$ cat src/iamc_pkg.sv
// iamc_pkg: constants for the serial bus address match and capture block.
// assumes an 8-bit register port with 12-bit byte addresses.
package iamc_pkg;

    // ==========================================================
    // register map
    localparam int unsigned AW = 12;
    localparam int unsigned DW = 8;
    localparam logic [11:0] OFS_CAPTURE_LOW  = 12'h28e;
    localparam logic [11:0] OFS_CAPTURE_HIGH = 12'h28f;
    localparam logic [11:0] OFS_MATCH_FIRST  = 12'h290;
    localparam logic [11:0] OFS_MATCH_FIRST_UM  = 12'h291;
    localparam logic [11:0] OFS_MATCH_SECOND    = 12'h292;
    localparam logic [11:0] OFS_MATCH_SECOND_UM = 12'h293;

    // ==========================================================
    // reset values
    localparam logic [7:0] RST_CAPTURE = 8'h00;
    localparam logic [7:0] RST_MATCH   = 8'hff;
    localparam logic [7:0] RD_ZERO     = 8'h00;

    // ==========================================================
    // mode field encodings
    localparam logic [2:0] MODE_C7      = 3'h0;
    localparam logic [2:0] MODE_C7_MASK = 3'h1;
    localparam logic [2:0] MODE_C10     = 3'h2;
    localparam logic [2:0] MODE_C10_MASK = 3'h3;
    localparam logic [2:0] MODE_H7      = 3'h4;
    localparam logic [2:0] MODE_H10     = 3'h5;
    localparam logic [2:0] MODE_MH7     = 3'h6;
    localparam logic [2:0] MODE_MH7_MASK = 3'h7;
    localparam int unsigned MODE_HOST_BIT = 2;

    // 10-bit receive phase
    typedef enum logic [0:0] {
        IAMC_PH_IDLE = 1'b0,
        IAMC_PH_HIGH = 1'b1
    } iamc_phase_e;

endpackage

$ cat src/iamc_addr_match.sv
// iamc_addr_match: match registers, address compare and capture registers.
// assumes mode and received-address strobes come from logic on clk_i.
// Notes on behaviour
// - 7-bit client capture keeps R/W in bit0
// - 10-bit client captures matched low byte
// - 10-bit host sends low byte from capture
// - low capture writable only in 10-bit host
// - 10-bit client captures high byte plus R/W
// - 7-bit host sends high capture address, R/W
// - 10-bit host sends high capture byte, R/W
// - high capture read-only in client modes
// - 7-bit compare uses first match bits 7:1
// - 10-bit first address low from first match
// - unmasked 7-bit second register is address
// - masked 7-bit second register masks first
// - unmasked 10-bit header and msbs in second
// - masked 10-bit header and msbs in second
// - header bits must match received exactly
// - unmasked 7-bit third register is address
// - masked 7-bit third register is address
// - unmasked 10-bit second address low byte
// - masked 10-bit third register is mask
// - masked 7-bit fourth register masks third
// - unmasked 10-bit second address msbs fourth
//
// Decided for this implementation: strobed register access.
`timescale 1ns/100ps
module iamc_addr_match (
    input  wire logic                   clk_i,
    input  wire logic                   rstn_i,
    input  wire logic [iamc_pkg::AW-1:0] addr_i,
    input  wire logic [iamc_pkg::DW-1:0] wdata_i,
    input  wire logic                   wr_i,
    input  wire logic                   rd_i,
    output logic      [iamc_pkg::DW-1:0] rdata_o,
    input  wire logic [2:0]             mode_i,
    input  wire logic                   rx_addr_valid_i,
    input  wire logic [7:0]             rx_addr_byte_i,
    input  wire logic                   rx_addr_low_i,
    output logic                        match_o,
    output logic      [7:0]             host_addr_high_o,
    output logic      [7:0]             host_addr_low_o
);
    import iamc_pkg::*;

    // ==========================================================
    // state
    typedef struct packed {
        logic [7:0]  cap_low;
        logic [7:0]  cap_high;
        logic [7:0]  m_first;
        logic [7:0]  m_first_um;
        logic [7:0]  m_second;
        logic [7:0]  m_second_um;
        logic [7:0]  hi_byte;
        logic [1:0]  hi_hit;
        iamc_phase_e phase;
        logic [7:0]  rdata;
        logic        match;
    } iamc_state_s;

    iamc_state_s r;
    iamc_state_s next_r;

    // compare under mask; set mask bits are don't care
    function automatic logic iamc_eq(input logic [7:0] a, input logic [7:0] b,
                                     input logic [7:0] m);
        return ((a ^ b) & ~m) == 8'h00;
    endfunction

    logic       is_c7;
    logic       is_mask7;
    logic [7:0] b;
    assign b        = rx_addr_byte_i;
    assign is_c7    = (mode_i == MODE_C7) || (mode_i == MODE_C7_MASK)
                   || (mode_i == MODE_MH7) || (mode_i == MODE_MH7_MASK);
    assign is_mask7 = (mode_i == MODE_C7_MASK) || (mode_i == MODE_MH7_MASK);

    // ==========================================================
    // next-state logic
    always_comb begin
        logic       hit7;
        logic [1:0] hh;
        logic       hit10;
        hit7   = 1'b0;
        hh     = 2'b00;
        hit10  = 1'b0;
        next_r = r;
        next_r.match = 1'b0;
        next_r.rdata = RD_ZERO;
        // register reads, data valid one cycle later
        if (rd_i) begin
            case (addr_i)
                OFS_CAPTURE_LOW:     next_r.rdata = r.cap_low;
                OFS_CAPTURE_HIGH:    next_r.rdata = r.cap_high;
                OFS_MATCH_FIRST:     next_r.rdata = r.m_first;
                OFS_MATCH_FIRST_UM:  next_r.rdata = r.m_first_um;
                OFS_MATCH_SECOND:    next_r.rdata = r.m_second;
                OFS_MATCH_SECOND_UM: next_r.rdata = r.m_second_um;
                default:             next_r.rdata = RD_ZERO;
            endcase
        end
        // register writes; capture writes gated by mode
        if (wr_i) begin
            case (addr_i)
                OFS_CAPTURE_LOW: begin
                    if (mode_i == MODE_H10) next_r.cap_low = wdata_i;
                end
                OFS_CAPTURE_HIGH: begin
                    if (mode_i[MODE_HOST_BIT]) next_r.cap_high = wdata_i;
                end
                OFS_MATCH_FIRST:     next_r.m_first     = wdata_i;
                OFS_MATCH_FIRST_UM:  next_r.m_first_um  = wdata_i;
                OFS_MATCH_SECOND:    next_r.m_second    = wdata_i;
                OFS_MATCH_SECOND_UM: next_r.m_second_um = wdata_i;
                default: ;
            endcase
        end
        // address compare; hardware capture applied after writes so it wins
        if (rx_addr_valid_i) begin
            if (is_c7) begin
                if (is_mask7) begin
                    hit7 = iamc_eq(b, r.m_first, {r.m_first_um[7:1], 1'b1})
                        || iamc_eq(b, r.m_second, {r.m_second_um[7:1], 1'b1});
                end else begin
                    hit7 = iamc_eq(b, r.m_first, 8'h01)
                        || iamc_eq(b, r.m_first_um, 8'h01)
                        || iamc_eq(b, r.m_second, 8'h01)
                        || iamc_eq(b, r.m_second_um, 8'h01);
                end
                if (hit7) begin
                    next_r.cap_low = b;
                    next_r.match   = 1'b1;
                end
                next_r.phase = IAMC_PH_IDLE;
            end else if (mode_i == MODE_C10 || mode_i == MODE_C10_MASK) begin
                if (!rx_addr_low_i) begin
                    // high byte: header must agree bit for bit
                    if (mode_i == MODE_C10) begin
                        hh[0] = iamc_eq(b, r.m_first_um, 8'h01);
                        hh[1] = iamc_eq(b, r.m_second_um, 8'h01);
                    end else begin
                        hh[0] = iamc_eq(b, r.m_first_um,
                                        {5'h00, r.m_second_um[2:1], 1'b1});
                    end
                    next_r.hi_hit  = hh;
                    next_r.hi_byte = b;
                    next_r.phase   = (hh != 2'b00) ? IAMC_PH_HIGH : IAMC_PH_IDLE;
                end else if (r.phase == IAMC_PH_HIGH) begin
                    if (mode_i == MODE_C10) begin
                        hit10 = (r.hi_hit[0] && b == r.m_first)
                             || (r.hi_hit[1] && b == r.m_second);
                    end else begin
                        hit10 = r.hi_hit[0] && iamc_eq(b, r.m_first, r.m_second);
                    end
                    if (hit10) begin
                        next_r.cap_low  = b;
                        next_r.cap_high = r.hi_byte;
                        next_r.match    = 1'b1;
                    end
                    next_r.phase = IAMC_PH_IDLE;
                end
            end
        end
    end

    // ==========================================================
    // state register, synchronous active-low reset
    always_ff @(posedge clk_i) begin
        if (!rstn_i) begin
            r.cap_low     <= RST_CAPTURE;
            r.cap_high    <= RST_CAPTURE;
            r.m_first     <= RST_MATCH;
            r.m_first_um  <= RST_MATCH;
            r.m_second    <= RST_MATCH;
            r.m_second_um <= RST_MATCH;
            r.hi_byte     <= RST_CAPTURE;
            r.hi_hit      <= 2'b00;
            r.phase       <= IAMC_PH_IDLE;
            r.rdata       <= RD_ZERO;
            r.match       <= 1'b0;
        end else begin
            r <= next_r;
        end
    end

    // host transmit address straight from capture registers
    assign host_addr_high_o = r.cap_high;
    assign host_addr_low_o  = r.cap_low;
    assign rdata_o          = r.rdata;
    assign match_o          = r.match;

endmodule

$ cat config.mk
export PLATFORM = sky130hd
export DESIGN_NAME = iamc_addr_match
export DESIGN_NICKNAME = d
export VERILOG_FILES = /design/src/iamc_pkg.sv /design/src/iamc_addr_match.sv
export SDC_FILE = /design/constraint.sdc
export NUM_CORES = 1
export LEC_CHECK = 0
export BUFFER_PORTS_ARGS = -buffer_cell sky130_fd_sc_hd__buf_2
export CAP_MARGIN = 20
export CORE_MARGIN = 10
export CORE_UTILIZATION = 56
export CTS_CLUSTER_DIAMETER = 40
export CTS_CLUSTER_SIZE = 14
export DETAILED_ROUTE_END_ITERATION = 16
export GPL_TIMING_DRIVEN = 0
export HOLD_SLACK_MARGIN = 0.03
export PLACE_DENSITY = 0.78
export SETUP_SLACK_MARGIN = 0.02
export SLEW_MARGIN = 20
export SYNTH_ARGS = -nofsm -noshare
export SYNTH_HDL_FRONTEND = slang
export SYNTH_SLANG_ARGS = --single-unit
$ cat constraint.sdc
create_clock -name clk_i -period 2.78 [get_ports clk_i]
set_input_delay 0.139 -clock clk_i [delete_from_list [all_inputs] [get_ports clk_i]]
set_output_delay 0.139 -clock clk_i [all_outputs]
set_load 0.02 [all_outputs]
# Yosys cells after proc, flatten, opt, wreduce, memory -nomap -nowiden
# Cells that the tools add are included.
[word_totals] reg_bits=68 wordCells=118
[op_classes] n_eq_ne=14 muxes=47 bitwise_logic=14 n_reduce_logical=32
[op_table] operator="$mux W8" n=11
[op_table] operator="$mux W16" n=5
[op_table] operator="$eq A12 B10 Y1 const B" n=6
[op_table] operator="$logic_not A8 Y1" n=8
[op_table] operator="$mux W48" n=1
[op_table] operator="$pmux W8 S6" n=1
[op_table] operator="$and A8 B8 Y8" n=4
[op_table] operator="$xor A8 B8 Y8" n=4
[op_table] operator="$mux W1" n=29
[op_table] operator="$not A8 Y8" n=3
[op_table] operator="$eq A8 B8 Y1" n=2
[op_table] operator="$reduce_and A2 Y1" n=7
[op_table] operator="$logic_or A1 B1 Y1" n=10
[op_table] operator="$eq A3 B3 Y1 const B" n=3
[op_table] operator="$not A3 Y8" n=1
[op_table] operator="$eq A3 B2 Y1 const B" n=2
[op_table] operator="$reduce_and A4 Y1" n=1
[op_table] operator="$reduce_bool A2 Y1" n=2
[op_table] operator="$eq A3 B1 Y1 const B" n=1
[op_table] operator="$logic_and A1 B1 Y1" n=3
[op_table] operator="$logic_not A3 Y1" n=1
[op_table] operator="$not A1 Y1" n=2

# Longest topological paths before layout
[logic_depth] word_depth=16 ltp_mapped=8 mapped_depth_nobuf=6

# Worst setup path after synthesis
# OpenSTA, ideal clock, no wires.
[synth_path] path_type="register -> register" start="register r[10] in the netlist's numbering" end="register r, in the netlist host_addr_low_o[0]" setup_ns=0.072 t_arrival_ns=1.827 required_ns=2.708 path_slack_ns=0.882 stages_incl_launch_ff=8 synth_period_minus_slack_ns=1.898 cell_sequence="dfxtp_1 inv_1 or3_1 or4_1 o21a_4 o32ai_2 buf_6 mux2i_1"
[synth_between] elab_chain_cells=14 elab_cells_between_ends=15
[synth_lines] element="from (decl)" line_no="iamc_addr_match.sv:62" source="iamc_state_s r;"
[synth_lines] element="from (signal assigned)" line_no="iamc_addr_match.sv:183" source="r <= next_r;"
[synth_lines] element="$logic_and A1 B1 Y1" line_no="iamc_addr_match.sv:151" source="hit10 = (r.hi_hit[0] && b == r.m_first)"
[synth_lines] element="$logic_or A1 B1 Y1" line_no="iamc_addr_match.sv:152" source="|| (r.hi_hit[1] && b == r.m_second);"
[synth_lines] element="$mux W1 (*)" line_no="iamc_addr_match.sv:150" source="if (mode_i == MODE_C10) begin"
[synth_lines] element="$mux W1 (*)" line_no="iamc_addr_match.sv:149" source="end else if (r.phase == IAMC_PH_HIGH) begin"
[synth_lines] element="$mux W1 (*)" line_no="iamc_addr_match.sv:137" source="if (!rx_addr_low_i) begin"
[synth_lines] element="$mux W1 (*)" line_no="iamc_addr_match.sv:136" source="end else if (mode_i == MODE_C10 || mode_i == MODE_C10_MASK) begin"
[synth_lines] element="$mux W1 (*)" line_no="iamc_addr_match.sv:121" source="if (is_c7) begin"
[synth_lines] element="$mux W1 (*)" line_no="iamc_addr_match.sv:120" source="if (rx_addr_valid_i) begin"
[synth_lines] element="$mux W16 (*)" line_no="iamc_addr_match.sv:156" source="if (hit10) begin"
[synth_lines] element="$mux W16 (*)" line_no="iamc_addr_match.sv:149"
[synth_lines] element="$mux W16 (*)" line_no="iamc_addr_match.sv:137"
[synth_lines] element="$mux W16 (*)" line_no="iamc_addr_match.sv:136"
[synth_lines] element="$mux W8 (*)" line_no="iamc_addr_match.sv:121"
[synth_lines] element="$mux W16 (*)" line_no="iamc_addr_match.sv:120"
# Every way passes the cells marked *; elsewhere a longest branch is shown, timed or not. The select of a mux whose other input is x is not followed.
# A chain may end at the register's enable or synchronous reset.

# Worst setup path after layout
[layout_path] start="register r[29] in the netlist's numbering" end="register r, in the netlist host_addr_low_o[7]"
[layout_between] elab_chain_cells=16 elab_cells_between_ends=30
[layout_lines] element="$not A8 Y8" line_no="iamc_addr_match.sv:68" source="return ((a ^ b) & ~m) == 8'h00;"
[layout_lines] element="$and A8 B8 Y8" line_no="iamc_addr_match.sv:68"
[layout_lines] element="$logic_not A8 Y1" line_no="iamc_addr_match.sv:68"
[layout_lines] element="$logic_and A1 B1 Y1" line_no="iamc_addr_match.sv:154" source="hit10 = r.hi_hit[0] && iamc_eq(b, r.m_first, r.m_second);"
[layout_lines] element="$mux W1" line_no="iamc_addr_match.sv:150"
[layout_lines] element="$mux W1" line_no="iamc_addr_match.sv:149"
[layout_lines] element="$mux W1" line_no="iamc_addr_match.sv:137"
[layout_lines] element="$mux W1" line_no="iamc_addr_match.sv:136"
[layout_lines] element="$mux W1" line_no="iamc_addr_match.sv:121"
[layout_lines] element="$mux W1" line_no="iamc_addr_match.sv:120"
[layout_lines] element="$mux W16" line_no="iamc_addr_match.sv:156"
[layout_lines] element="$mux W16" line_no="iamc_addr_match.sv:149"
[layout_lines] element="$mux W16" line_no="iamc_addr_match.sv:137"
[layout_lines] element="$mux W16" line_no="iamc_addr_match.sv:136"
[layout_lines] element="$mux W8 (*)" line_no="iamc_addr_match.sv:121"
[layout_lines] element="$mux W16 (*)" line_no="iamc_addr_match.sv:120"
# Marked as above.

==> results.json <==
{
  "placed_cell_area_sq_um": 4160,
  "initialDrtViolationCount": 419,
  "post-route-drc-count": 0,
  "ys_seq_elements": 68,
  "maxSlewViolCount": 0,
  "cts-resized-gates": 0,
  "maxCapViolCount": 0,
  "synth_top_area_share_pct": 35.9,
  "num_vias": 3809,
  "grt_start_max_net_pins": 12,
  "cts.sinks": 68,
  "setup_viol": 0,
  "reg2reg_from": "r[29]",
  "synthXorXnorAreaFrac_pct": 7.96,
  "routed_via_density": 6.30,
  "fin_setup_tns_ps": 0,
  "worstSetupPathType": "flip-flop to flip-flop",
  "synthAdderAreaFrac_pct": 0,
  "port_buffers": 54,
  "fillers": 549,
  "netlist_area_sq_um": 3790,
  "antenna_found_initial": 0,
  "worst_pin_slew_ps": 1020,
  "ys_async_sr_fraction_pct": 0,
  "cp-start-kind": "flip-flop",
  "final_layout_size_suffix_gt1_share_pct": 22.7,
  "whs_ps": 56.3,
  "rsz0062_at_grt": "no",
  "path_cells": "xnor2_1 -> a2bb2o_1 -> o41ai_1 -> a21oi_1 -> o32ai_2 -> buf_6 -> mux2i_1",
  "r2r_cells": 7,
  "synth_top_family_by_area": "simple AND/OR/NAND/NOR gates",
  "layout_min_cycle_time_ps": 2210,
  "peakVddDrop_uv": 553,
  "hold_depth": 3,
  "synth_compound_area_share_pct": 14.7,
  "overflow": 0,
  "cp.required_ps": 3060,
  "grt_pass1_wl_um": 18900,
  "start_util_pct": 58.7,
  "hpwl_um": 8700,
  "synth_cells": 458,
  "regArea_sq_um": 1360,
  "yosys-top-cells-area": "dfxtp_1 (36%), nand3_1 (9.2%), nand2_1 (7.7%), mux2i_1 (6.3%), buf_4 (4.8%)",
  "fmax_ghz": 0.452,
  "cpPeakStageDelay_ps": 440,
  "grt_pass1_vias": 3513,
  "routabilityCongestion": 0.986,
  "crit_slowest_cell": "dfxtp_1",
  "placedCellCount": 589,
  "yosysSeqAreaShare_pct": 35.9,
  "synth.area.mux_share_pct": 6.34,
  "final_cell_mix": "nand2_1 (78), nand3_1 (70), dfxtp_1 (68), buf_2 (60)",
  "drtPass1Iterations": 6,
  "p_leak_nw": 1.81,
  "r2r-end": "host_addr_low_o[7]",
  "coreArea_sq_um": 6460,
  "ctsHoldBuffers": 0,
  "ys_warn_count": 0,
  "cp.arrival_ps": 2500,
  "synth-simple-area-share_pct": 25.9,
  "routed_wirelength_um": 12100,
  "finClkSkew_ps": 7.17,
  "grtUsageTotal_pct": 23.4,
  "relSlewSlack_pct": 31.8,
  "ys.flop_type": "dfxtp_1",
  "dieArea_sq_um": 10500,
  "hp-start": "rx_addr_byte_i[5]",
  "cts_buffers": 9,
  "ant_nets": 0,
  "fin_area_sq_um": 4390,
  "mostFrequentLayoutCell": "nand2_1",
  "crit_path_end_kind": "flip-flop",
  "cts_tree": "built",
  "htree_levels": 3,
  "min_to": "r[17]",
  "diodes": 0,
  "syn_avg_cell_area_sq_um": 8.27,
  "synth_edf_count": 0,
  "root_buffer": "clkbuf_8",
  "pin_count": 62,
  "multi_input_area_sq_um": 2080,
  "clk_latency_ps": 360,
  "outcome": "finished, final reports clean",
  "clk_pin_slew_worst_paths_ps": 80,
  "p_total_mw": 2.17,
  "fin_crit_sh_pct": 79.6,
  "syn2layout_area_growth_pct": 15.8,
  "hold_viol": 0,
  "synth_cell_types": 47,
  "cts_buffer_depth": 2,
  "num_rows": 29,
  "hold_class": "primary input to flip-flop",
  "path_max_fanout": 9,
  "reg2reg_setup_slack_ps": 570,
  "wire_per_inst_um": 19.9,
  "postCtsSetupRepairBufs": 0,
  "final_cells": 605,
  "synth_nets": 495,
  "yosysTopAreaCell": "dfxtp_1",
  "chipWidth_um": 102,
  "p_per_area_nw_per_um2": 496,
  "nNetsFinal": 560,
  "die_h_um": 102
}
-- sequential cells by signal, indices dropped and copies added (netlist names) --
| signal | cells |
|---|---|
| r | 43 |
| host_addr_high_o | 8 |
| host_addr_low_o | 8 |
| rdata_o | 8 |
| match_o | 1 |
-- worst max-delay path, delay by kind of cell (launching register included) --
| kind | cells | cell delay [ps] |
|---|---|---|
| flops | 1 | 440 |
| buf+inv | 1 | 210 |
| compound gates | 4 | 1100 |
| xor+xnor | 1 | 180 |
| mux | 1 | 200 |
-- how the worst max path moves through the flow --
stage          startpoint                 end  slack (ps)  cells after the start
6_report            r[29]  host_addr_low_o[7]         570                      7
5_1_grt             r[29]  host_addr_low_o[5]         440                      7
4_1_cts             r[29]  host_addr_low_o[7]         600                      7
3_5_place_dp   addr_i[11]  host_addr_low_o[4]         470                      8
3_3_place_gp   addr_i[11]  host_addr_low_o[3]         580                      8
2_1_floorplan       r[10]  host_addr_low_o[0]         880                      7
-- through the flow --
step           worst slack, ps  utilization (%)
6_report                   567             67.9
2_1_floorplan              882                -
5_1_grt                    444             67.9
4_1_cts                    604             67.9
3_3_place_gp               583             64.4
3_5_place_dp               471             64.4
-- power breakdown --
group / total, mW / internal (mW) / switching [mW] / leakage [nW]
Sequential: 0.988 / 0.982 / 0.00596 / 0.550
Combinational: 0.209 / 0.0770 / 0.132 / 1.14
Clock: 0.978 / 0.593 / 0.385 / 0.117
-- synth_stat cells, types with 2 or more instances --
| master | n |
|---|---|
| nor3_2 | 2 |
| a31oi_1 | 8 |
| nor4_1 | 2 |
| o311a_1 | 8 |
| xor2_1 | 11 |
| nand2_1 | 78 |
| a21oi_1 | 19 |
| inv_1 | 3 |
| buf_2 | 6 |
| a22oi_1 | 10 |
| nand4_1 | 3 |
| or3_1 | 2 |
| nand2b_1 | 8 |
| clkbuf_1 | 16 |
| o22ai_1 | 9 |
| nor3_1 | 3 |
| nor2_1 | 20 |
| o21ai_1 | 8 |
| buf_4 | 24 |
| o211ai_1 | 8 |
| buf_6 | 6 |
| xnor2_2 | 4 |
| dfxtp_1 | 68 |
| mux2i_1 | 24 |
| or2b_1 | 2 |
| xnor2_1 | 16 |
| nand3_1 | 70 |
-- kinds of logic after synthesis --
group | after synthesis
buffers and inverters | 55
DFF | 68
xor gates and xnor gates | 31
and+or+nand+nor | 202
muxes | 24
AOI/OAI and AO/OA | 78
-- layer usage --
| metal | track usage [%] | wire, um |
|---|---|---|
| met1 | 30.7 | 4890 |
| met2 | 35.1 | 5340 |
| met3 | 6.61 | 1470 |
| met4 | 10.5 | 352 |
| met5 | 0 | 0 |
-- final cells by class --
class	count	area share [%]
plain buffers	52	7.70
flip-flops and latches	68	31.0
inverters	3	0.257
multi-input cells	335	47.4
clock inverters	5	2.28
repair buffers	54	6.16
well taps	77	2.20
clock buffers	11	2.99
(Power assumes the default switching activity.)
